## src/inc/aspm_pkg.sv

```systemverilog
// shared constants and types of the multiprocessor serial port and its far end
// assumes a single hclk domain on both ends of the line
package aspm_pkg;
    // register indices; byte address on AHB-Lite is four times the index
    localparam logic [15:0] IDX_CCR = 16'h7050;
    localparam logic [15:0] IDX_CTL1 = 16'h7051;
    localparam logic [15:0] IDX_HBAUD = 16'h7052;
    localparam logic [15:0] IDX_LBAUD = 16'h7053;
    localparam logic [15:0] IDX_CTL2 = 16'h7054;
    localparam logic [15:0] IDX_RXST = 16'h7055;
    localparam logic [15:0] IDX_RXEMU = 16'h7056;
    localparam logic [15:0] IDX_RXBUF = 16'h7057;
    localparam logic [15:0] IDX_TXBUF = 16'h7059;
    localparam logic [15:0] IDX_PC2 = 16'h705E;
    localparam logic [15:0] IDX_PRI = 16'h705F;
    localparam logic [7:0] REG_RST = 8'h00;
    // frame_format_control fields
    localparam int CCR_LEN_LSB = 0;
    localparam int CCR_ADDR_MODE = 3;
    localparam int CCR_PAR_EN = 5;
    localparam int CCR_PAR_EVEN = 6;
    localparam int CCR_STOP2 = 7;
    // port_control_one fields
    localparam int CTL1_RX_ENA = 0;
    localparam int CTL1_TX_ENA = 1;
    localparam int CTL1_SLEEP = 2;
    localparam int CTL1_TX_WAKE = 3;
    localparam int CTL1_SW_RUN = 5;
    // port_control_two fields
    localparam int CTL2_TX_IE = 0;
    localparam int CTL2_RXBK_IE = 1;
    localparam int CTL2_TX_EMPTY = 6;
    localparam int CTL2_TX_RDY = 7;
    // receive_status fields
    localparam int RXST_WAKE = 1;
    localparam int RXST_PE = 2;
    localparam int RXST_OE = 3;
    localparam int RXST_FE = 4;
    localparam int RXST_RDY = 6;
    localparam int RXST_ERR = 7;
    // timing in sample_clock periods; wake gap and frame length in bit-times
    localparam logic [2:0] SMP_LAST = 3'd7;
    localparam logic [3:0] START_LOWS = 4'd4;
    localparam logic [2:0] VOTE_PH0 = 3'd3;
    localparam logic [2:0] VOTE_PH1 = 3'd4;
    localparam logic [2:0] VOTE_PH2 = 3'd5;
    localparam logic [6:0] IDLE_SMP = 7'd80;
    localparam logic [3:0] WAKE_GAP_BITS = 4'd11;
    localparam logic [3:0] FRAME_MAX = 4'd11;

    typedef enum logic [2:0] {
        TX_IDLE = 3'b000, TX_START = 3'b001, TX_DATA = 3'b011, TX_PAR = 3'b010,
        TX_ADDR = 3'b110, TX_STOP = 3'b111, TX_GAP = 3'b101
    } aspm_tx_st_t;
    typedef enum logic [0:0] {RX_HUNT = 1'b0, RX_BITS = 1'b1} aspm_rx_st_t;
endpackage

```

## src/inc/aspm_if.sv

```systemverilog
// the serial line between the documented port and a remote station
// each party drives one wire; the bench joins them
`timescale 1ns/1ps
interface aspm_if;
    logic dev_txd;
    logic far_txd;
    modport dev (output dev_txd, input far_txd);
    modport far (output far_txd, input dev_txd);
endinterface

```

## src/rtl/aspm_bitclk.sv

```systemverilog
// sample_clock tick generator: one tick every divisor+1 clocks
// assumes divisor is stable while run is high
`timescale 1ns/1ps
module aspm_bitclk #(
    parameter int DW = 16
) (
    input wire logic hclk,          // system clock
    input wire logic hresetn,       // async reset, active low
    input wire logic run,           // hold counter at zero when low
    input wire logic [DW-1:0] divisor, // clocks per tick minus one
    output logic tick               // one-cycle pulse
);
    logic [DW-1:0] cnt_q;
    logic tick_q;
    always_ff @(posedge hclk or negedge hresetn) begin
        if (!hresetn) begin
            cnt_q <= '0;
            tick_q <= 1'b0;
        end else if (!run || cnt_q == divisor) begin
            cnt_q <= '0;
            tick_q <= run;
        end else begin
            cnt_q <= cnt_q + 1'b1;
            tick_q <= 1'b0;
        end
    end
    assign tick = tick_q;
endmodule

```

## src/rtl/aspm_dev.sv

```systemverilog
// multiprocessor serial port: AHB-Lite register slave, transmitter, receiver
// assumes single-word AHB-Lite transfers and 8 sample_clock periods per bit
//
// Design decision made here: register access over AHB-Lite.
`timescale 1ns/1ps
// Notes on behaviour
// frame: start, 1-8 data, parity, stops
// length field gives one to eight bits
// bit 5 enables parity generate and check
// bit 6 picks odd or even parity
// bit 7 picks one or two stops
// one talker on the line at once
// sleep suppresses flags until address frame
// only software changes the sleep bit
// bit 3 picks idle-line or address-bit mode
// ten idle bit-times mark block start
// address frame wakes; irq needs enable
// receive wake flag marks address byte
// software clears sleep on own address
// idle-line mode advised for plain links
// divisor held in high and low bytes
// address bit follows data, one first
// shifter load copies then clears wake bit
// wake frame becomes eleven idle bit-times
// three-sample majority vote mid bit
// divisor bytes form sample clock divider
// reserved addresses read zero, ignore writes
module aspm_dev
    import aspm_pkg::*;
(
    input wire logic hclk,             // system clock
    input wire logic hresetn,          // async reset, active low
    input wire logic hsel,             // slave select
    input wire logic [31:0] haddr,     // byte address
    input wire logic [1:0] htrans,     // transfer type
    input wire logic hwrite,           // write when high
    input wire logic [2:0] hsize,      // word only
    input wire logic [31:0] hwdata,    // write data
    input wire logic hready,           // bus ready
    output logic [31:0] hrdata,        // read data
    output logic hreadyout,            // always ready
    output logic hresp,                // always okay
    output logic rx_irq,               // receive request, level
    output logic tx_irq,               // transmit request, level
    aspm_if.dev lnk                    // serial line
);
    typedef struct packed {
        logic [7:0] ccr, ctl1, hb, lb, pc2, pri, rxbuf, txbuf;
        logic [1:0] ie;
        logic txrdy, txempty, rdy, wake, pe, oe, fe;
        aspm_tx_st_t tst;
        logic [7:0] tsh;
        logic [3:0] tcnt;
        logic [2:0] tph;
        logic wake_shadow_flag, tpar, txd;
        aspm_rx_st_t rst;
        logic [10:0] rsh;
        logic [3:0] rcnt;
        logic [2:0] rph;
        logic [1:0] smp;
        logic [6:0] idle;
        logic blk, faddr;
        logic dph, dwr, dhit;
        logic [3:0] dreg;
        logic [31:0] rdata;
        logic rxirq, txirq;
    } aspm_dev_st_t;

    aspm_dev_st_t q, d;
    logic tick;
    logic [3:0] len, nbits;
    logic [7:0] mask;
    logic amode, paren, ap;
    logic [10:0] fr;
    logic v, is_addr;

    aspm_bitclk #(.DW(16)) u_clk (
        .hclk(hclk),
        .hresetn(hresetn),
        .run(q.ctl1[CTL1_SW_RUN]),
        .divisor({q.hb, q.lb}),
        .tick(tick)
    );

    function automatic logic [7:0] rd_mux(input aspm_dev_st_t s, input logic [3:0] r);
        logic [7:0] o;
        o = 8'h00;
        case (r)
            IDX_CCR[3:0]: o = s.ccr;
            IDX_CTL1[3:0]: o = s.ctl1;
            IDX_HBAUD[3:0]: o = s.hb;
            IDX_LBAUD[3:0]: o = s.lb;
            IDX_CTL2[3:0]: o = {s.txrdy, s.txempty, 4'h0, s.ie};
            IDX_RXST[3:0]: o = {s.pe | s.oe | s.fe, s.rdy, 1'b0, s.fe, s.oe, s.pe, s.wake, 1'b0};
            IDX_RXEMU[3:0], IDX_RXBUF[3:0]: o = s.rxbuf;
            IDX_TXBUF[3:0]: o = s.txbuf;
            IDX_PC2[3:0]: o = s.pc2;
            IDX_PRI[3:0]: o = s.pri;
            default: o = 8'h00;
        endcase
        return o;
    endfunction

    always_comb begin
        d = q;
        len = {1'b0, q.ccr[CCR_LEN_LSB +: 3]} + 4'd1;
        mask = 8'hFF >> (4'd8 - len);
        amode = q.ccr[CCR_ADDR_MODE];
        paren = q.ccr[CCR_PAR_EN];
        nbits = len + {3'b0, paren} + {3'b0, amode} + 4'd1;
        fr = '0;
        v = 1'b0;
        is_addr = 1'b0;
        // address phase: latch target; read data and read side effect now
        ap = hsel && htrans[1] && hready;
        d.dph = ap;
        if (ap) begin
            d.dwr = hwrite;
            d.dhit = (haddr[31:18] == 14'h0) && (haddr[17:6] == IDX_CCR[15:4]);
            d.dreg = haddr[5:2];
            d.rdata = '0;
            if (!hwrite && d.dhit) begin
                d.rdata = {24'h0, rd_mux(q, haddr[5:2])};
                if (haddr[5:2] == IDX_RXBUF[3:0]) begin
                    d.rdy = 1'b0;
                end
            end
        end
        // transmitter
        if (q.tst == TX_IDLE) begin
            d.txempty = q.txrdy;
            if (q.ctl1[CTL1_TX_ENA] && !q.txrdy) begin
                d.tsh = q.txbuf & mask;
                d.wake_shadow_flag = q.ctl1[CTL1_TX_WAKE];
                d.ctl1[CTL1_TX_WAKE] = 1'b0;
                d.txrdy = 1'b1;
                d.txempty = 1'b0;
                d.tph = '0;
                d.tcnt = '0;
                d.tpar = q.ccr[CCR_PAR_EVEN] ? ^(q.txbuf & mask) : ~^(q.txbuf & mask);
                d.tst = (!amode && q.ctl1[CTL1_TX_WAKE]) ? TX_GAP : TX_START;
            end
        end else if (tick) begin
            d.tph = q.tph + 3'd1;
            if (q.tph == SMP_LAST) begin
                case (q.tst)
                    TX_START: begin
                        d.tst = TX_DATA;
                        d.tcnt = '0;
                    end
                    TX_DATA: begin
                        d.tsh = q.tsh >> 1;
                        d.tcnt = q.tcnt + 4'd1;
                        if (q.tcnt == len - 4'd1) begin
                            d.tst = paren ? TX_PAR : (amode ? TX_ADDR : TX_STOP);
                            d.tcnt = '0;
                        end
                    end
                    TX_PAR: d.tst = amode ? TX_ADDR : TX_STOP;
                    TX_ADDR: d.tst = TX_STOP;
                    TX_STOP: begin
                        if (q.ccr[CCR_STOP2] && q.tcnt == 4'd0) begin
                            d.tcnt = 4'd1;
                        end else begin
                            d.tst = TX_IDLE;
                        end
                    end
                    TX_GAP: begin
                        d.tcnt = q.tcnt + 4'd1;
                        if (q.tcnt == WAKE_GAP_BITS - 4'd1) begin
                            d.tst = TX_IDLE;
                        end
                    end
                    default: d.tst = TX_IDLE;
                endcase
            end
        end
        case (d.tst)
            TX_START: d.txd = 1'b0;
            TX_DATA: d.txd = d.tsh[0];
            TX_PAR: d.txd = d.tpar;
            TX_ADDR: d.txd = d.wake_shadow_flag;
            default: d.txd = 1'b1;
        endcase
        // receiver
        if (tick) begin
            case (q.rst)
                RX_HUNT: begin
                    if (!lnk.far_txd) begin
                        d.idle = '0;
                        d.rcnt = q.rcnt + 4'd1;
                        if (q.rcnt == START_LOWS - 4'd1) begin
                            d.rst = RX_BITS;
                            d.rph = VOTE_PH0;
                            d.rcnt = 4'hF;               // wraps to 0 on the start bit's vote
                            d.faddr = q.blk;
                            d.blk = 1'b0;
                        end
                    end else begin
                        d.rcnt = '0;
                        if (q.idle != IDLE_SMP) begin
                            d.idle = q.idle + 7'd1;
                        end
                        if (q.idle == IDLE_SMP - 7'd1) begin
                            d.blk = 1'b1;
                        end
                    end
                end
                RX_BITS: begin
                    d.rph = q.rph + 3'd1;
                    if (d.rph == VOTE_PH0) d.smp[0] = lnk.far_txd;
                    if (d.rph == VOTE_PH1) d.smp[1] = lnk.far_txd;
                    if (d.rph == VOTE_PH2) begin
                        // two of three decides the bit
                        v = (q.smp[0] & q.smp[1]) | (lnk.far_txd & (q.smp[0] | q.smp[1]));
                        d.rsh = {v, q.rsh[10:1]};
                        d.rcnt = q.rcnt + 4'd1;
                        if (q.rcnt + 4'd1 == nbits) begin
                            fr = d.rsh >> (FRAME_MAX - nbits);
                            is_addr = amode ? fr[len + {3'b0, paren}] : q.faddr;
                            d.rst = RX_HUNT;
                            d.rcnt = '0;
                            d.idle = '0;
                            // sleeping receiver still assembles, silent except on address frames
                            if (q.ctl1[CTL1_RX_ENA] && (!q.ctl1[CTL1_SLEEP] || is_addr)) begin
                                d.rxbuf = fr[7:0] & mask;
                                d.oe = q.oe | d.rdy;
                                d.rdy = 1'b1;
                                d.wake = is_addr;
                                if (paren) begin
                                    d.pe = q.pe | (fr[len] != (q.ccr[CCR_PAR_EVEN] ?
                                        ^(fr[7:0] & mask) : ~^(fr[7:0] & mask)));
                                end
                                d.fe = q.fe | !fr[nbits - 4'd1];
                            end
                        end
                    end
                end
                default: d.rst = RX_HUNT;
            endcase
        end
        // data phase write; sleep changes only here
        if (q.dph && q.dwr && q.dhit) begin
            case (q.dreg)
                IDX_CCR[3:0]: d.ccr = hwdata[7:0];
                IDX_CTL1[3:0]: d.ctl1 = hwdata[7:0];
                IDX_HBAUD[3:0]: d.hb = hwdata[7:0];
                IDX_LBAUD[3:0]: d.lb = hwdata[7:0];
                IDX_CTL2[3:0]: d.ie = hwdata[1:0];
                IDX_TXBUF[3:0]: begin
                    d.txbuf = hwdata[7:0];
                    d.txrdy = 1'b0;
                end
                IDX_PC2[3:0]: d.pc2 = hwdata[7:0];
                IDX_PRI[3:0]: d.pri = hwdata[7:0];
                default: d.pri = d.pri;
            endcase
        end
        // software reset holds both machines and flags
        if (!q.ctl1[CTL1_SW_RUN]) begin
            d.tst = TX_IDLE;
            d.rst = RX_HUNT;
            d.txd = 1'b1;
            d.txrdy = 1'b1;
            d.txempty = 1'b1;
            d.rdy = 1'b0;
            d.wake = 1'b0;
            d.pe = 1'b0;
            d.oe = 1'b0;
            d.fe = 1'b0;
            d.rcnt = '0;
            d.idle = '0;
            d.blk = 1'b0;
        end
        d.rxirq = d.rdy & d.ie[CTL2_RXBK_IE];
        d.txirq = d.txrdy & d.ie[CTL2_TX_IE];
    end

    always_ff @(posedge hclk or negedge hresetn) begin
        if (!hresetn) begin
            q <= '0;
            q.ccr <= REG_RST;
            q.ctl1 <= REG_RST;
            q.txrdy <= 1'b1;
            q.txempty <= 1'b1;
            q.txd <= 1'b1;
        end else begin
            q <= d;
        end
    end

    assign hrdata = q.rdata;
    assign hreadyout = 1'b1;
    assign hresp = 1'b0;
    assign rx_irq = q.rxirq;
    assign tx_irq = q.txirq;
    assign lnk.dev_txd = q.txd;
endmodule

```

## src/flat_wrapper.sv

```systemverilog
// flat-port wrapper written by rule: the top's interface ports become plain ports
module aspm_dev_flat import aspm_pkg::*;
  (hclk, hresetn, hsel, haddr, htrans, hwrite, hsize, hwdata, hready, hrdata, hreadyout, hresp, rx_irq, tx_irq, lnk_dev_txd, lnk_far_txd);
  aspm_if lnk_i ();
  input wire logic hclk;
  input wire logic hresetn;
  input wire logic hsel;
  input wire logic [31:0] haddr;
  input wire logic [1:0] htrans;
  input wire logic hwrite;
  input wire logic [2:0] hsize;
  input wire logic [31:0] hwdata;
  input wire logic hready;
  output logic [31:0] hrdata;
  output logic hreadyout;
  output logic hresp;
  output logic rx_irq;
  output logic tx_irq;
  output wire logic [$bits(lnk_i.dev_txd)-1:0] lnk_dev_txd;
  input wire logic [$bits(lnk_i.far_txd)-1:0] lnk_far_txd;
  assign lnk_dev_txd = lnk_i.dev_txd;
  assign lnk_i.far_txd = lnk_far_txd;
  aspm_dev u_core (.hclk(hclk), .hresetn(hresetn), .hsel(hsel), .haddr(haddr), .htrans(htrans), .hwrite(hwrite), .hsize(hsize), .hwdata(hwdata), .hready(hready), .hrdata(hrdata), .hreadyout(hreadyout), .hresp(hresp), .rx_irq(rx_irq), .tx_irq(tx_irq), .lnk(lnk_i));
endmodule
```

## config.mk

```make
export PLATFORM = sky130hd
export DESIGN_NAME = aspm_dev_flat
export DESIGN_NICKNAME = d
export VERILOG_FILES = /design/src/inc/aspm_pkg.sv /design/src/inc/aspm_if.sv /design/src/rtl/aspm_bitclk.sv /design/src/rtl/aspm_dev.sv /design/src/flat_wrapper.sv
export SDC_FILE = /design/constraint.sdc
export NUM_CORES = 1
export LEC_CHECK = 0
export BUFFER_PORTS_ARGS = -buffer_cell sky130_fd_sc_hd__clkbuf_2
export CAP_MARGIN = 20
export CELL_PAD_IN_SITES_DETAIL_PLACEMENT = 1
export CELL_PAD_IN_SITES_GLOBAL_PLACEMENT = 2
export CORE_UTILIZATION = 38
export CTS_CLUSTER_SIZE = 40
export DETAILED_ROUTE_END_ITERATION = 8
export PLACE_DENSITY = 0.82
export SYNTH_ARGS = -nofsm -noshare
export SYNTH_HDL_FRONTEND = slang
export SYNTH_SLANG_ARGS = --single-unit
```

## constraint.sdc

```tcl
create_clock -name hclk -period 6.25 [get_ports hclk]
set_clock_uncertainty 0.2 [all_clocks]
set_input_delay 1.875 -clock hclk [delete_from_list [all_inputs] [get_ports hclk]]
set_output_delay 1.875 -clock hclk [all_outputs]
set_load 0.005 [all_outputs]
```

; ---- After elaboration in Yosys (flattened, before gate mapping)
; Cells that the tools add are included.
[classes]
n_addsub = 14
magnitude_cmp = 3
eq_ne = 57
shift = 2
mux = 80
bitwise = 15
n_reduce_logical = 53
[op_table]
columns = op, n
row1 = $pmux W8 S10, 1
row2 = $mux W8, 8
row3 = $mux W18, 2
row4 = $mux W36, 1
row5 = $mux W16, 2
row6 = $mux W30, 1
row7 = $eq A4 B4 Y1 const B, 7
row8 = $mux W7, 4
row9 = $pmux W7 S2, 2
row10 = $mux W5, 5
row11 = $mux W4, 6
row12 = $mux W1, 22
row13 = $eq A3 B3 Y1 const B, 7
row14 = $mux W3, 7
row15 = $eq A4 B2 Y1 const B, 5
row16 = $eq A4 B3 Y1 const B, 5
row17 = $mux W20, 1
row18 = $ne A2 B2 Y1 const B, 9
row19 = $pmux W3 S6, 1
row20 = $reduce_and A2 Y1, 9
row21 = $add A16 B1 Y16 const B, 1
row22 = $and A8 B8 Y8, 2
row23 = $eq A16 B16 Y1, 1
row24 = $mux W2, 8
row25 = 47 further kinds, 107
[totals]
regBits = 182
input_bits = 75
word_cells = 267

; ---- Depth between registers and ports, before layout
; Gate-level depths: netlist (run 1).
[depth]
ltp_word = 19
depth_mapped = 17
mapped_depth_nobuf = 15

; ---- By module
; From an unflattened synthesis (run 1), not the netlist that was laid out.
[unflattened]
cells_unflattened = 980
hier_area_um2 = 9537.9
[modules_own_cells]
columns = mod, instances, cells_per_inst, area_each_um2, seq_area_each_um2
row1 = aspm_dev, 1, 878, 8518.2, 3507.1
row2 = aspm_bitclk, 1, 102, 1019.7, 425.4

; ---- Worst setup path before layout (run 1)
; OpenSTA, ideal clock, no wires.
[synth_timing]
kind = input to register
startpoint = input port lnk_far_txd
endpoint = register u_core.q[94] (netlist bit)
setup_ps = 120
arrival_time_ps = 4407
t_required_ps = 5930
path_slack_ps = 1523
cell_stages = 11
cell_sequence = clkbuf_1 -> maj3_1 -> mux2_4 -> nand3_1 -> mux2_4 -> or3_1 -> a21oi_1 -> xnor3_1 -> xor2_1 -> or3_1 -> a41o_1
[synth_via]
elab_chain_len = 15
elab_cells_between_ends = 25
cone_classes = eq/ne (2) / shift (1) / mux (13) / bitwise (4) / reduce/logical (5)
[synth_rtl]
columns = item, line_no
row1 = "start, declared", flat_wrapper.sv:20  ; input wire logic [$bits(lnk_i.far_txd)-1:0] lnk_far_txd;
row2 = $and A1 B1 Y1 *, aspm_dev.sv:215  ; v = (q.smp[0] & q.smp[1]) | (lnk.far_txd & (q.smp[0] | q.smp[1]));
row3 = $or A1 B1 Y1 *, aspm_dev.sv:215
row4 = $shr A11 B4 Y11 *, aspm_dev.sv:219  ; fr = d.rsh >> (FRAME_MAX - nbits);
row5 = "parallel branches: the longest is 12 deep, another holds $mux W10", --
row6 = "end, declared", aspm_dev.sv:69  ; aspm_dev_st_t q, d;
; Every way passes the cells marked *. The select of a mux whose other input is x is not followed.
; A chain may end at the register's enable or synchronous reset.

; ---- Final worst setup path (run 1)
[layout_timing]
startpoint = register u_core.q[157] (netlist bit)
endpoint = register u_core.q[114] (netlist bit)
[layout_via]
elab_chain_len = 12
elab_cells_between_ends = 16
cone_classes = add/sub (6) / eq/ne (1) / shift (2) / mux (3) / bitwise (1) / reduce/logical (3)
[layout_rtl]
columns = item, line_no
row1 = $add A3 B1 Y4 *, aspm_dev.sv:106  ; len = {1'b0, q.ccr[CCR_LEN_LSB +: 3]} + 4'd1;
row2 = $add A4 B1 Y4, "aspm_dev.sv:110, aspm_dev.sv:220"
row3 = $add A4 B1 Y4 (2 in series), aspm_dev.sv:110  ; nbits = len + {3'b0, paren} + {3'b0, amode} + 4'd1;
row4 = $sub A4 B4 Y4, aspm_dev.sv:219
row5 = $shr A11 B4 Y11, aspm_dev.sv:219
row6 = $bmux W1 S4, aspm_dev.sv:220  ; is_addr = amode ? fr[len + {3'b0, paren}] : q.faddr;
row7 = $mux W1 (implied by the code), aspm_dev.sv:220
row8 = $mux W1, aspm_dev.sv:220
row9 = $logic_or A1 B1 Y1, aspm_dev.sv:225  ; if (q.ctl1[CTL1_RX_ENA] && (!q.ctl1[CTL1_SLEEP] || is_addr)) begin
row10 = $logic_and A1 B1 Y1, aspm_dev.sv:225
row11 = $reduce_and A5 Y1 (no source line), --
; Mark *: on every way between the ends. The rest lies on a longest branch, timed or not. The select of a mux whose other input is x is not followed.

==> results of run 1 <==
==> layout make-up <==
class / instances / area [sq um] / share of cell area, %
Clock buffer: 17 / 425 / 4.00
Sequential cell: 157 / 3930 / 37.0
Tap cell: 324 / 405 / 3.81
Timing Repair Buffer: 68 / 379 / 3.57
Multi-Input combinational cell: 729 / 5180 / 48.7
Clock inverter: 15 / 193 / 1.81
Inverter: 30 / 114 / 1.07
==> state kept, by name, indices dropped and copies added, names as in the netlist <==
| signal | cells |
|---|---|
| u_core.u_clk.cnt_q | 16 |
| u_core.rx_irq | 1 |
| u_core.tx_irq | 1 |
| u_core.hrdata | 8 |
| u_core.amode | 1 |
| u_core.paren | 1 |
| u_core.lnk.dev_txd | 1 |
| u_core.u_clk.tick | 1 |
| u_core.q | 127 |
==> final timing paths <==
kind,endpoint,from,cells after the start
worst max-delay path,u_core.q[114]$_DFFE_PN0P_,u_core.q[157]$_DFFE_PN0P_,13
worst min-delay path,u_core.q[72]$_DFF_PN0_,u_core.q[72]$_DFF_PN0_,2
worst max register to register,u_core.q[114]$_DFFE_PN0P_,u_core.q[157]$_DFFE_PN0P_,13
worst min register to register,u_core.q[72]$_DFF_PN0_,u_core.q[72]$_DFF_PN0_,2
max in group asynchronous,u_core.lnk.dev_txd$_DFF_PN1_,hresetn,2
min in group asynchronous,u_core.q[148]$_DFFE_PN0P_,hresetn,1
==> logic make-up (layout without fill, tap and decap cells) <==
group,count (synthesis),in the layout,share of synthesized area [%]
flip-flops,157,157,41.1
multiplexers,104,104,13.2
XOR/XNOR,64,64,6.85
other,2,26,0.0785
AND/OR/NAND/NOR,311,311,16.1
AO/OA/AOI/OAI,202,202,14.1
adder cells (fa/ha/maj),22,22,2.85
buffers and inverters,104,130,5.71
==> worst register-to-register path, cell delays in order (launching register included) <==
cell and delay, ps:
dfrtp_1 350, inv_1 140, ha_1 700, xor2_2 390
ha_1 270, xor2_1 360, xor2_2 570, mux2i_1 160
mux2i_1 370, nor2_1 110, o31ai_1 480, a311oi_4 260
nor2_2 490, mux2_2 400
==> Yosys cell counts, drive strengths merged (21+ instances only) <==
library cell / number
nand3: 35
a21oi: 32
inv: 28
dfrtp: 154
nand2: 82
xnor2: 25
xor2: 37
nor2: 79
buf: 45
mux2: 78
ha: 21
clkbuf: 29
o21ai: 67
==> metal layers <==
layer / wire length, um / track usage (%) / vias to the layer above
li1: - / - / 3503
met1: 12100 / 28.7 / 3826
met2: 12900 / 35.4 / 130
met3: 935 / 3.69 / 29
met4: 442 / 5.53 / 0
met5: 0 / 0 / -
==> metrics by stage <==
stage	hold slack (ps)	area (sq um)	setup WS, ps
floorplan	246	9660	1520
global placement	270	10000	903
detailed placement	281	10000	901
CTS	300	10600	912
global route	325	10600	439
finish	292	10600	922
==> power by group <==
part | internal [mW] | switching, mW
registers | 1.03 | 0.0179
clock network | 0.545 | 0.529
logic | 0.0602 | 0.0955
total | 1.64 | 0.642
==> flow_results.org, run 1 <==
** Synth
- Each instance of the synthesized netlist takes up on average 9.91 sq um.
- The largest total area in the synthesized netlist belongs to dfrtp_1.
- Yosys reg bits :: 157
- Distinct cell type count of the synthesized netlist :: 80
- Number of instances in the synthesized netlist :: 966
- The synthesized design contains 0 enable-type register cells.
- Yosys warnings :: 0
- Top area cells in the synthesized netlist :: dfrtp_1 (40%), mux2_2 (8.8%), o21ai_0 (3.3%), nand2_1 (3.2%), nor2_1 (3.0%)
- The mapped netlist covers 0.00957 sq mm.
- In the synthesized netlist the async set-or-reset flop fraction comes to 100%.
- Area fraction of the dominant cell type after synthesis :: 40.3%
- Post-synthesis sequential area ratio :: 41.1%
- For this run, the leading register cell type out of synthesis is dfrtp_1.

** GRT
- Antenna violations before repair :: 0
- Vias in the first global route :: 7711
- Across every metal layer, demand over resource in global routing totals 21.3%.
- Entering global routing, the biggest net connects 99 pins.
- The first global-routing pass estimated 43000 um of wire.
- Global routing finished with a remaining overflow of 0.

** Pwr
- After layout, the design draws a total of 2.28 mW.
- Summed over all cells, the static leakage comes to 4.82 nW.
- VDD IR-drop max :: 0.168 mV
- For this design the ratio of total power to cell area is 214 mW/mm^2.

** Clock tree
- Number of levels in the clock H-tree :: 4
- Total clock sinks :: 157
- At the later pin of the worst-skew pair, clock insertion delay measures 440 ps.
- Clock-pin slew on the worst setup and hold paths :: 70 ps
- TritonCTS created 17 clock buffers.
- Buffers added to address setup during post-CTS repair amount to 0.
- Clock tree synthesis selected as its root buffer the cell clkbuf_16.
- Gates resized during post-CTS repair numbered 0.
- In this run, post-CTS hold repair placed 0 buffers.
- CTS tree :: yes
- The longest clock path from root to sink contains 2 buffers.

** Placement
- The number of placed instances, taps included, is 1308.
- Once detailed placement completed, the half-perimeter wirelength came to 19200 um.
- Count of port buffers added during placement :: 55
- Placer's final routability congestion estimate :: 0.802

** STA
- RSZ-0062 raised after global routing :: no
- Slew headroom :: 28.1%
- Sum of negative setup slack :: 0 ps
- Time the worst path needs with I/O delays and setup :: 5330 ps
- Setup violations remaining at the end of the flow were counted as 0.
- The number of endpoints with negative hold slack in the final report was 0.
- For this run, the top clock speed supported by timing is 188 MHz.
- In the finished design, the share of the clock period the worst path needs comes to 85.3%.
- For the pin with the worst max-slew slack, the measured transition is 1080 ps.
- Count of final max-slew check failures :: 0

** Floorplan
- Core Box Area :: 0.0245 sq mm
- From bottom edge to top edge, the die measures 161 um.
- Die width :: 161 um
- The initial utilization of the core area, before any placement, comes to 39.0%.
- The die covers 0.0258 sq mm.
- During I/O placement, the number of pins put on the boundary was 112.
- Cell row count :: 57

** Drt
- After detailed routing, the average wire length per cell comes to 19.7 um.
- First DRT Iteration DRCs :: 441
- Detail Route Antenna Nets :: 0
- The detailed router placed 7488 vias in this run.
- After detailed routing, the number of remaining DRC violations is 0.
- The routed design has 26400 um of wire.
- In the routed layout, each cell is associated on average with a via count of 5.59.
- The first detailed-routing pass took 4 iterations.

** Worst setup path
- Type of the setup path with the least slack :: reg2reg
- Element type at the critical path start :: flip-flop
- Critical Path End Type :: flip-flop
- The slowest stage of the critical path is the ha_1 cell.
- Flop2flop setup slack :: 920 ps
- Maximum fanout encountered on the critical timing path :: 14
- The kind of cell with the highest combined delay along the critical path is XOR/XNOR gates.
- STA puts the critical path data arrival time at 5450 ps.
- Required time of the critical path :: 6370 ps
- The signal on the critical path passes through inv_1, ha_1, xor2_2, ha_1, xor2_1, xor2_2, mux2i_1, mux2i_1, nor2_1, o31ai_1, a311oi_4, nor2_2, mux2_2.
- The largest single stage delay on the critical path is 700 ps.
- Buffers & Inverters on Critical Path :: 1

** Layout
- Antenna diode instance count :: 0
- In the final design database the tool counted 1099 nets.
- Fill cell instance count of the final layout :: 2822
- After the flow finishes, the layout carries non-filler instances totaling 1340.
- Of the cells placed in the final design, the portion with a size suffix greater than 1 is 20.5%.
- Core utilization of the finished layout :: 43.3%
- Commonest non-fill, non-tap cell in the layout :: dfrtp_1
- From synthesis to final layout, the design area changed by 11.1%.
- The top cell types in the final layout, fill and taps aside, are dfrtp_1 (154), nand2_1 (82), nor2_1 (77).

** Run status
- Status :: finished clean

** Job
- Max-cap violations in this run came to 0.

** Worst hold path
- Kind of path behind the tightest hold check :: reg2reg
(Power assumes the default switching activity.)
==> run 2: changes to the inputs <==
--- a/config.mk
+++ b/config.mk
@@ -12,7 +12,7 @@
 export CORE_UTILIZATION = 38
 export CTS_CLUSTER_SIZE = 40
 export DETAILED_ROUTE_END_ITERATION = 8
-export PLACE_DENSITY = 0.82
+export PLACE_DENSITY = 0.79
 export SYNTH_ARGS = -nofsm -noshare
 export SYNTH_HDL_FRONTEND = slang
 export SYNTH_SLANG_ARGS = --single-unit
==> run 2 against run 1 <==
- worst setup slack worse by 20 ps
- critical path depth is the same
- power is essentially flat
- count of clock-buffer cells in the layout did not move
- clock power about the same
- routed wire length hardly changed
- combinational power about the same
- design area about the same
- non-clock buffer count grew 1
- die area did not move
- first-iteration DRC count is 4.1% higher
- sequential share of layout area hardly changed
- critical path type unchanged
- critical endpoint unchanged
- highest routed layer unchanged
==> flow_results.org, run 2 (same netlist as run 1, synthesis figures left out) <==
** Clock tree
- The clock buffer count from CTS is 17 (unchanged).
- The setup fix buffers added after clock tree synthesis was 0 (unchanged).
- The H-tree depth came to 4 (unchanged).
- The maximum clock insertion buffer count came to 2 (unchanged).
- The clock latency at the later pin of the worst-skew pair is 450 ps (was 440 ps).
- Post-CTS Resized :: 0 (unchanged)
- The register clock-pin slew on the reported worst setup and hold paths was 70 ps (about the same).
- CTS tree :: yes (unchanged)
- The cts-stage hold buffer count came to 0 (unchanged).
- Total clock sinks :: 157 (unchanged)
- Root Driver :: clkbuf_16 (unchanged)

** GRT
- The global-route congestion overflow total came to 0 (unchanged).
- Largest net degree at the start of global routing :: 93 (was 99)
- The total routing usage reported by global routing is 21.2% (was 21.3%).
- The initial antenna violation count is 0 (unchanged).
- Vias in the first global route :: 7578 (was 7711)
- The wire length of the first global-routing pass came to 42600 um (was 43000 um).

** Worst setup path
- The type of destination of the critical path is a flip-flop (unchanged).
- Maximum fanout encountered on the critical timing path :: 14 (unchanged)
- Data arrival, critical path :: 5470 ps (was 5450 ps)
- Element type at the critical path start :: flip-flop (unchanged)
- Required time of the critical path :: 6370 ps (about the same)
- The startpoint-to-endpoint class of the critical path is reg2reg (unchanged).
- Register-to-Register Path Depth :: 13 (unchanged)

** STA
- The minimum clock period came to 5350 ps (was 5330 ps).
- The max-slew violation count was 0 (unchanged).
- Final hold violations :: 0 (unchanged)
- Slew @ Worst Pin :: 1070 ps (was 1080 ps)
- Post-route clock period utilization :: 85.6% (was 85.3%)
- Sum of negative setup slack :: 0 ps (unchanged)
- Slew headroom :: 28.2% (was 28.1%)
- The final setup violation count came to 0 (unchanged).
- Highest attainable clock frequency :: 187 MHz (was 188 MHz)
- RSZ-0062 raised after global routing :: no (unchanged)

** Placement
- Count of port buffers added during placement :: 55 (unchanged)
- Cell area reported after detailed placement :: 0.0100 sq mm (about the same)
- The number of placed instances with taps included is 1309 (was 1308).
- The HPWL after detailed placement came to 19100 um (was 19200 um).
- The placer's final routability congestion estimate came to 0.817 (was 0.802).

** Drt
- The first-iteration detailed-routing DRC count was 459 (was 441).
- Number of search-and-repair iterations in the first detailed-routing pass :: 5 (was 4)
- Remaining design rule violation count :: 0 (unchanged)
- The wire length per cell after detailed routing came to 19.7 um (about the same).
- Via Count :: 7467 (was 7488)
- The average via count per standard cell is 5.57 (was 5.59).
- The final wirelength came to 26400 um (about the same).
- Detail Route Antenna Nets :: 0 (unchanged)

** Layout
- Flip-flop count of the largest register, all copies and words added :: 127 (unchanged)
- The number of standard cells in the layout, taps in and fillers out was 1341 (was 1340).
- Final Net Count :: 1100 (was 1099)
- Commonest non-fill, non-tap cell in the layout :: dfrtp_1 (unchanged)
- Top reg by flops :: u_core.q (unchanged)
- Antenna diode instance count :: 0 (unchanged)
- The area growth from synthesis to layout came to 11.2% (was 11.1%).
- The final cell area excluding filler cells came to 0.0106 sq mm (about the same).
- Commonest non-fill, non-tap cells in the layout: dfrtp_1 (154), nand2_1 (82), nor2_1 (77) (unchanged).
- The share of cells above drive strength 1 was 20.6% (was 20.5%).
- The number of filler cells placed in the layout is 2801 (was 2822).
- The final design utilization is 43.4% (was 43.3%).

** Worst hold path
- Kind of path behind the tightest hold check :: reg2reg (unchanged)
- The hold-critical path depth is 2 (unchanged).

** Floorplan
- The number of standard-cell rows in the floorplan was 57 (unchanged).
- The die area is 0.0258 sq mm (unchanged).
- Core Box Area :: 0.0245 sq mm (unchanged)
- Die width :: 161 um (unchanged)
- Die Span Y :: 161 um (unchanged)
- IO Pins :: 112 (unchanged)
- The initial standard-cell utilization of the core is 39.0% (unchanged).

** Job
- Max-cap viol count :: 0 (unchanged)

** Pwr
- The power per standard cell area is 214 mW/mm^2 (about the same).
- Leak :: 4.83 nW (was 4.82 nW)
- VDD IR-drop max :: 0.180 mV (was 0.168 mV)

** Run status
- Status :: finished clean (unchanged)
-- run 2: cell types whose count changed in the layout (fill, tap and decap cells not counted) --
| cell | before | now |
|---|---|---|
| clkinv_8 | 7 | 6 |
| buf_4 | 13 | 14 |
| inv_12 | 0 | 1 |
-- run 2: cell type report --
type | instances | area, sq um | area share (%)
clock buffer | 17 | 425 | 4.00
inverter | 30 | 114 | 1.07
tap | 324 | 405 | 3.81
sequential | 157 | 3930 | 37.0
clock inverter | 15 | 193 | 1.81
timing repair buffer | 69 | 387 | 3.63
multi-input combinational | 729 | 5180 | 48.7
-- run 2: per-layer routing --
layer / track usage, % / part of all wire [%] / vias to the layer above / routed length, um
li1: - / - / 3512 / -
met1: 28.5 / 46 / 3739 / 12100
met2: 34.4 / 48 / 180 / 12600
met3: 3.87 / 4.3 / 36 / 1130
met4: 7.33 / 2.4 / 0 / 624
met5: 0 / 0 / - / 0
-- run 2: worst paths after layout --
| check | end | startpoint | slack, ps |
|---|---|---|---|
| hold / removal | u_core.q[72]$_DFF_PN0_ | u_core.q[72]$_DFF_PN0_ | 290 |
| min in group asynchronous | u_core.hrdata[0]$_DFFE_PN0P_ | hresetn | 1280 |
| setup reg to reg | u_core.q[114]$_DFFE_PN0P_ | u_core.q[158]$_DFFE_PN0P_ | 900 |
| max in group asynchronous | u_core.q[57]$_DFFE_PN0P_ | hresetn | 3460 |
| setup / recovery | u_core.q[114]$_DFFE_PN0P_ | u_core.q[158]$_DFFE_PN0P_ | 900 |
| hold reg to reg | u_core.q[72]$_DFF_PN0_ | u_core.q[72]$_DFF_PN0_ | 290 |
-- run 2: per-stage QoR --
step | setup WS (ps) | total power, mW | hold slack (ps)
after floorplan | 1520 | 1.16 | 246
after global placement | 885 | 1.22 | 275
after detailed placement | 875 | 1.22 | 282
after CTS | 893 | 2.30 | 301
after global routing | 545 | 2.36 | 319
final | 902 | 2.28 | 290
-- run 2: where the power goes --
group	leakage [nW]	switching (mW)	internal (mW)
Clock	0.295	0.527	0.546
Combinational	2.51	0.0943	0.0601
Sequential	2.02	0.0174	1.03
Total	4.83	0.638	1.64
-- run 2: critical path, stage by stage (launching register included) --
cell and delay [ps]:
dfrtp_1 410, inv_1 90, ha_1 660, xor2_2 400, ha_1 260, xor2_1 350
xor2_2 580, mux2i_1 160, mux2i_1 360, nor2_1 110, o31ai_1 470, a311oi_4 250
nor2_2 500, mux2_2 390
==> run 3: changes to the inputs <==
--- a/config.mk
+++ b/config.mk
@@ -9,6 +9,8 @@
 export CAP_MARGIN = 20
 export CELL_PAD_IN_SITES_DETAIL_PLACEMENT = 1
 export CELL_PAD_IN_SITES_GLOBAL_PLACEMENT = 2
+export CORE_ASPECT_RATIO = 0.5
+export CORE_MARGIN = 4
 export CORE_UTILIZATION = 38
 export CTS_CLUSTER_SIZE = 40
 export DETAILED_ROUTE_END_ITERATION = 8
==> run 3 against run 2 <==
- flip-flop and latch count stayed put
- sequential power hardly changed
- cell count is 1.0% higher
- fmax is 8.0% higher
- die area is 8.2% higher
- register-to-register slack better by 390 ps
- first-iteration DRC count is 2.6% lower
- worst setup slack better by 390 ps
- via count is 0.12% higher
- count of clock-buffer cells in the layout is 3 higher
==> flow_results.org, run 3 (same netlist as run 1, synthesis figures left out) <==
** GRT
- The global-route congestion overflow total came to 0 (unchanged).
- Largest net degree at the start of global routing :: 85 (was 93)
- Antenna violations before repair :: 0 (unchanged)
- Wire length of the first global-routing pass :: 43300 um (was 42600 um)
- Vias in the first global route :: 7740 (was 7578)
- Global Route Usage Sum :: 19.5% (was 21.2%)

** Worst setup path
- Buffers & Inverters on Critical Path :: 2 (was 1)
- Maximum fanout encountered on the critical timing path :: 16 (was 14)
- Gate family responsible for the most delay along the worst path :: multiplexers (was XOR/XNOR gates)
- Most common cell on crit path :: ha_1
- Type of the setup path with the least slack :: reg2reg (unchanged)
- The nature of the critical path startpoint was a flip-flop (unchanged).
- The worst-path cell with the longest stage delay was ha_1 (unchanged).
- Cells along the critical path :: buf_4, ha_1, inv_1, ha_1, nand3_1, xor2_2, xor2_4, mux2i_1, nor2_1, o31ai_1, a311oi_4, nor2_2, mux2_2 (was inv_1, ha_1, xor2_2, ha_1, xor2_1, xor2_2, mux2i_1, mux2i_1, nor2_1, o31ai_1, a311oi_4, nor2_2, mux2_2)
- The required time at the worst-slack endpoint is 6380 ps (was 6370 ps).
- The longest individual stage delay on the worst path came to 600 ps (was 660 ps).
- The type of destination of the critical path is a flip-flop (unchanged).
- The signal arrival time at the worst endpoint was 5080 ps (was 5470 ps).

** Floorplan
- Die Span Y :: 120 um (was 161 um)
- Die width :: 232 um (was 161 um)
- Core Box Area :: 0.0244 sq mm (was 0.0245 sq mm)
- IO Pins :: 112 (unchanged)
- The die area is 0.0279 sq mm (was 0.0258 sq mm).
- The initial standard-cell utilization of the core is 39.3% (was 39.0%).
- The number of standard-cell rows in the floorplan was 40 (was 57).

** Clock tree
- The number of resized instances in the post-cts repair step is 0 (unchanged).
- Root Driver :: clkbuf_16 (unchanged)
- The clock latency at the later pin of the worst-skew pair came to 430 ps (was 450 ps).
- Clock buffer depth :: 2 (unchanged)
- The H-tree depth is 4 (unchanged).
- The cts-stage hold buffer count is 0 (unchanged).
- The clock sink count is 157 (unchanged).
- The setup fix buffers added after clock tree synthesis came to 0 (unchanged).
- CTS tree :: yes (unchanged)
- TritonCTS buffer count :: 17 (unchanged)
- The register clock-pin slew on the reported worst setup and hold paths came to 70 ps (about the same).

** STA
- Slew @ Worst Pin :: 1010 ps (was 1070 ps)
- The fraction of the cycle the final worst path needs was 79.3% (was 85.6%).
- The worst-case headroom to the max-slew limit came to 32.4% (was 28.2%).
- Highest attainable clock frequency :: 202 MHz (was 187 MHz)
- The number of endpoints with negative hold slack in the final report came to 0 (unchanged).
- Worst hold margin :: 289 ps (was 290 ps)
- Count of final max-slew check failures :: 0 (unchanged)
- The final setup violation count is 0 (unchanged).
- The minimum clock period came to 4950 ps (was 5350 ps).
- The final total negative setup slack was 0 ps (unchanged).
- RSZ-0062 raised after global routing: no (unchanged).

** Drt
- The average via count per standard cell came to 5.52 (was 5.57).
- First DRT Iteration DRCs :: 447 (was 459)
- Final Routed Wirelength :: 26800 um (was 26400 um)
- Remaining design rule violation count :: 0 (unchanged)
- The post-route antenna net violation count is 0 (unchanged).
- The total vias in the final route came to 7476 (was 7467).
- The number of detailed-route iterations in the first pass was 5 (unchanged).
- Routed wire length per instance :: 19.8 um (was 19.7 um)

** Pwr
- The worst vdd rail ir drop is 0.154 mV (was 0.180 mV).
- Pwr per Cell Area :: 216 mW/mm^2 (was 214 mW/mm^2)
- The leakage component of the power came to 4.83 nW (about the same).

** Placement
- Placer's final routability congestion estimate :: 0.815 (was 0.817)
- The number of I/O port buffers is 55 (unchanged).
- Half-perimeter wire length after placement :: 19500 um (was 19100 um)
- Cell area reported after detailed placement :: 0.0100 sq mm (about the same)

** Job
- Max-cap viol count :: 0 (unchanged)

** Worst hold path
- The type of the tightest min-delay check is reg2reg (unchanged).

** Layout
- The number of flip-flops in the largest register is 127 (unchanged).
- Fraction of final layout cells sized beyond drive strength 1 :: 20.6% (about the same)
- The final design utilization was 43.7% (was 43.4%).
- Synthesis-to-finish area growth :: 11.4% (was 11.2%)
- Final Net Count :: 1102 (was 1100)
- Antenna diode instance count :: 0 (unchanged)
- Commonest non-fill, non-tap cells in the layout :: dfrtp_1 (154), nand2_1 (82), nor2_1 (77) (unchanged)
- The largest register by flop count is u_core.q (unchanged).
- Commonest non-fill, non-tap cell in the layout :: dfrtp_1 (unchanged)
- The final cell area excluding filler cells is 0.0107 sq mm (was 0.0106 sq mm).

** Run status
- Status: finished clean (unchanged).
==> run 3: report_power, final <==
group	leakage [nW]	internal [mW]	switching, mW
combinational	2.52	0.0603	0.0974
sequential	2.02	1.03	0.0172
clock	0.291	0.643	0.449
==> run 3: layer usage <==
metal / track usage (%) / routed length (um) / vias up
li1: - / - / 3506
met1: 26.9 / 13000 / 3835
met2: 32.3 / 12700 / 110
met3: 3.08 / 737 / 25
met4: 4.85 / 396 / 0
met5: 0 / 0 / -
==> run 3: final timing paths <==
path / slack [ps] / to / startpoint / cells after the start
setup / recovery: 1300 / u_core.q[114]$_DFFE_PN0P_ / u_core.q[157]$_DFFE_PN0P_ / 13
hold / removal: 290 / u_core.q[72]$_DFF_PN0_ / u_core.q[72]$_DFF_PN0_ / 2
setup reg to reg: 1300 / u_core.q[114]$_DFFE_PN0P_ / u_core.q[157]$_DFFE_PN0P_ / 13
hold reg to reg: 290 / u_core.q[72]$_DFF_PN0_ / u_core.q[72]$_DFF_PN0_ / 2
max in group asynchronous: 3460 / u_core.lnk.dev_txd$_DFF_PN1_ / hresetn / 2
min in group asynchronous: 1290 / u_core.q[68]$_DFFE_PN0P_ / hresetn / 1
==> run 3: area by class of cell <==
| cell class | count | area [sq um] |
|---|---|---|
| Inverter | 30 | 114 |
| Tap cell | 336 | 420 |
| Multi-Input combinational cell | 729 | 5190 |
| Sequential cell | 157 | 3930 |
| Fill cell | 2756 | 13700 |
| Timing Repair Buffer | 71 | 402 |
| Clock inverter | 12 | 159 |
| Clock buffer | 20 | 447 |
==> run 3: worst min-delay path, cell delays in order, from the launching register on <==
cell and delay (ps):
dfrtp_1 320, mux2i_1 80, inv_1 60
==> run 3: metrics by stage <==
| step | power (mW) | cells | worst slack (ps) |
|---|---|---|---|
| after floorplan | 1.16 | 990 | 1520 |
| after global placement | 1.22 | 1322 | 991 |
| after detailed placement | 1.23 | 1322 | 974 |
| after CTS | 2.33 | 1354 | 1300 |
| after global routing | 2.39 | 1355 | 979 |
| final | 2.30 | 1355 | 1300 |
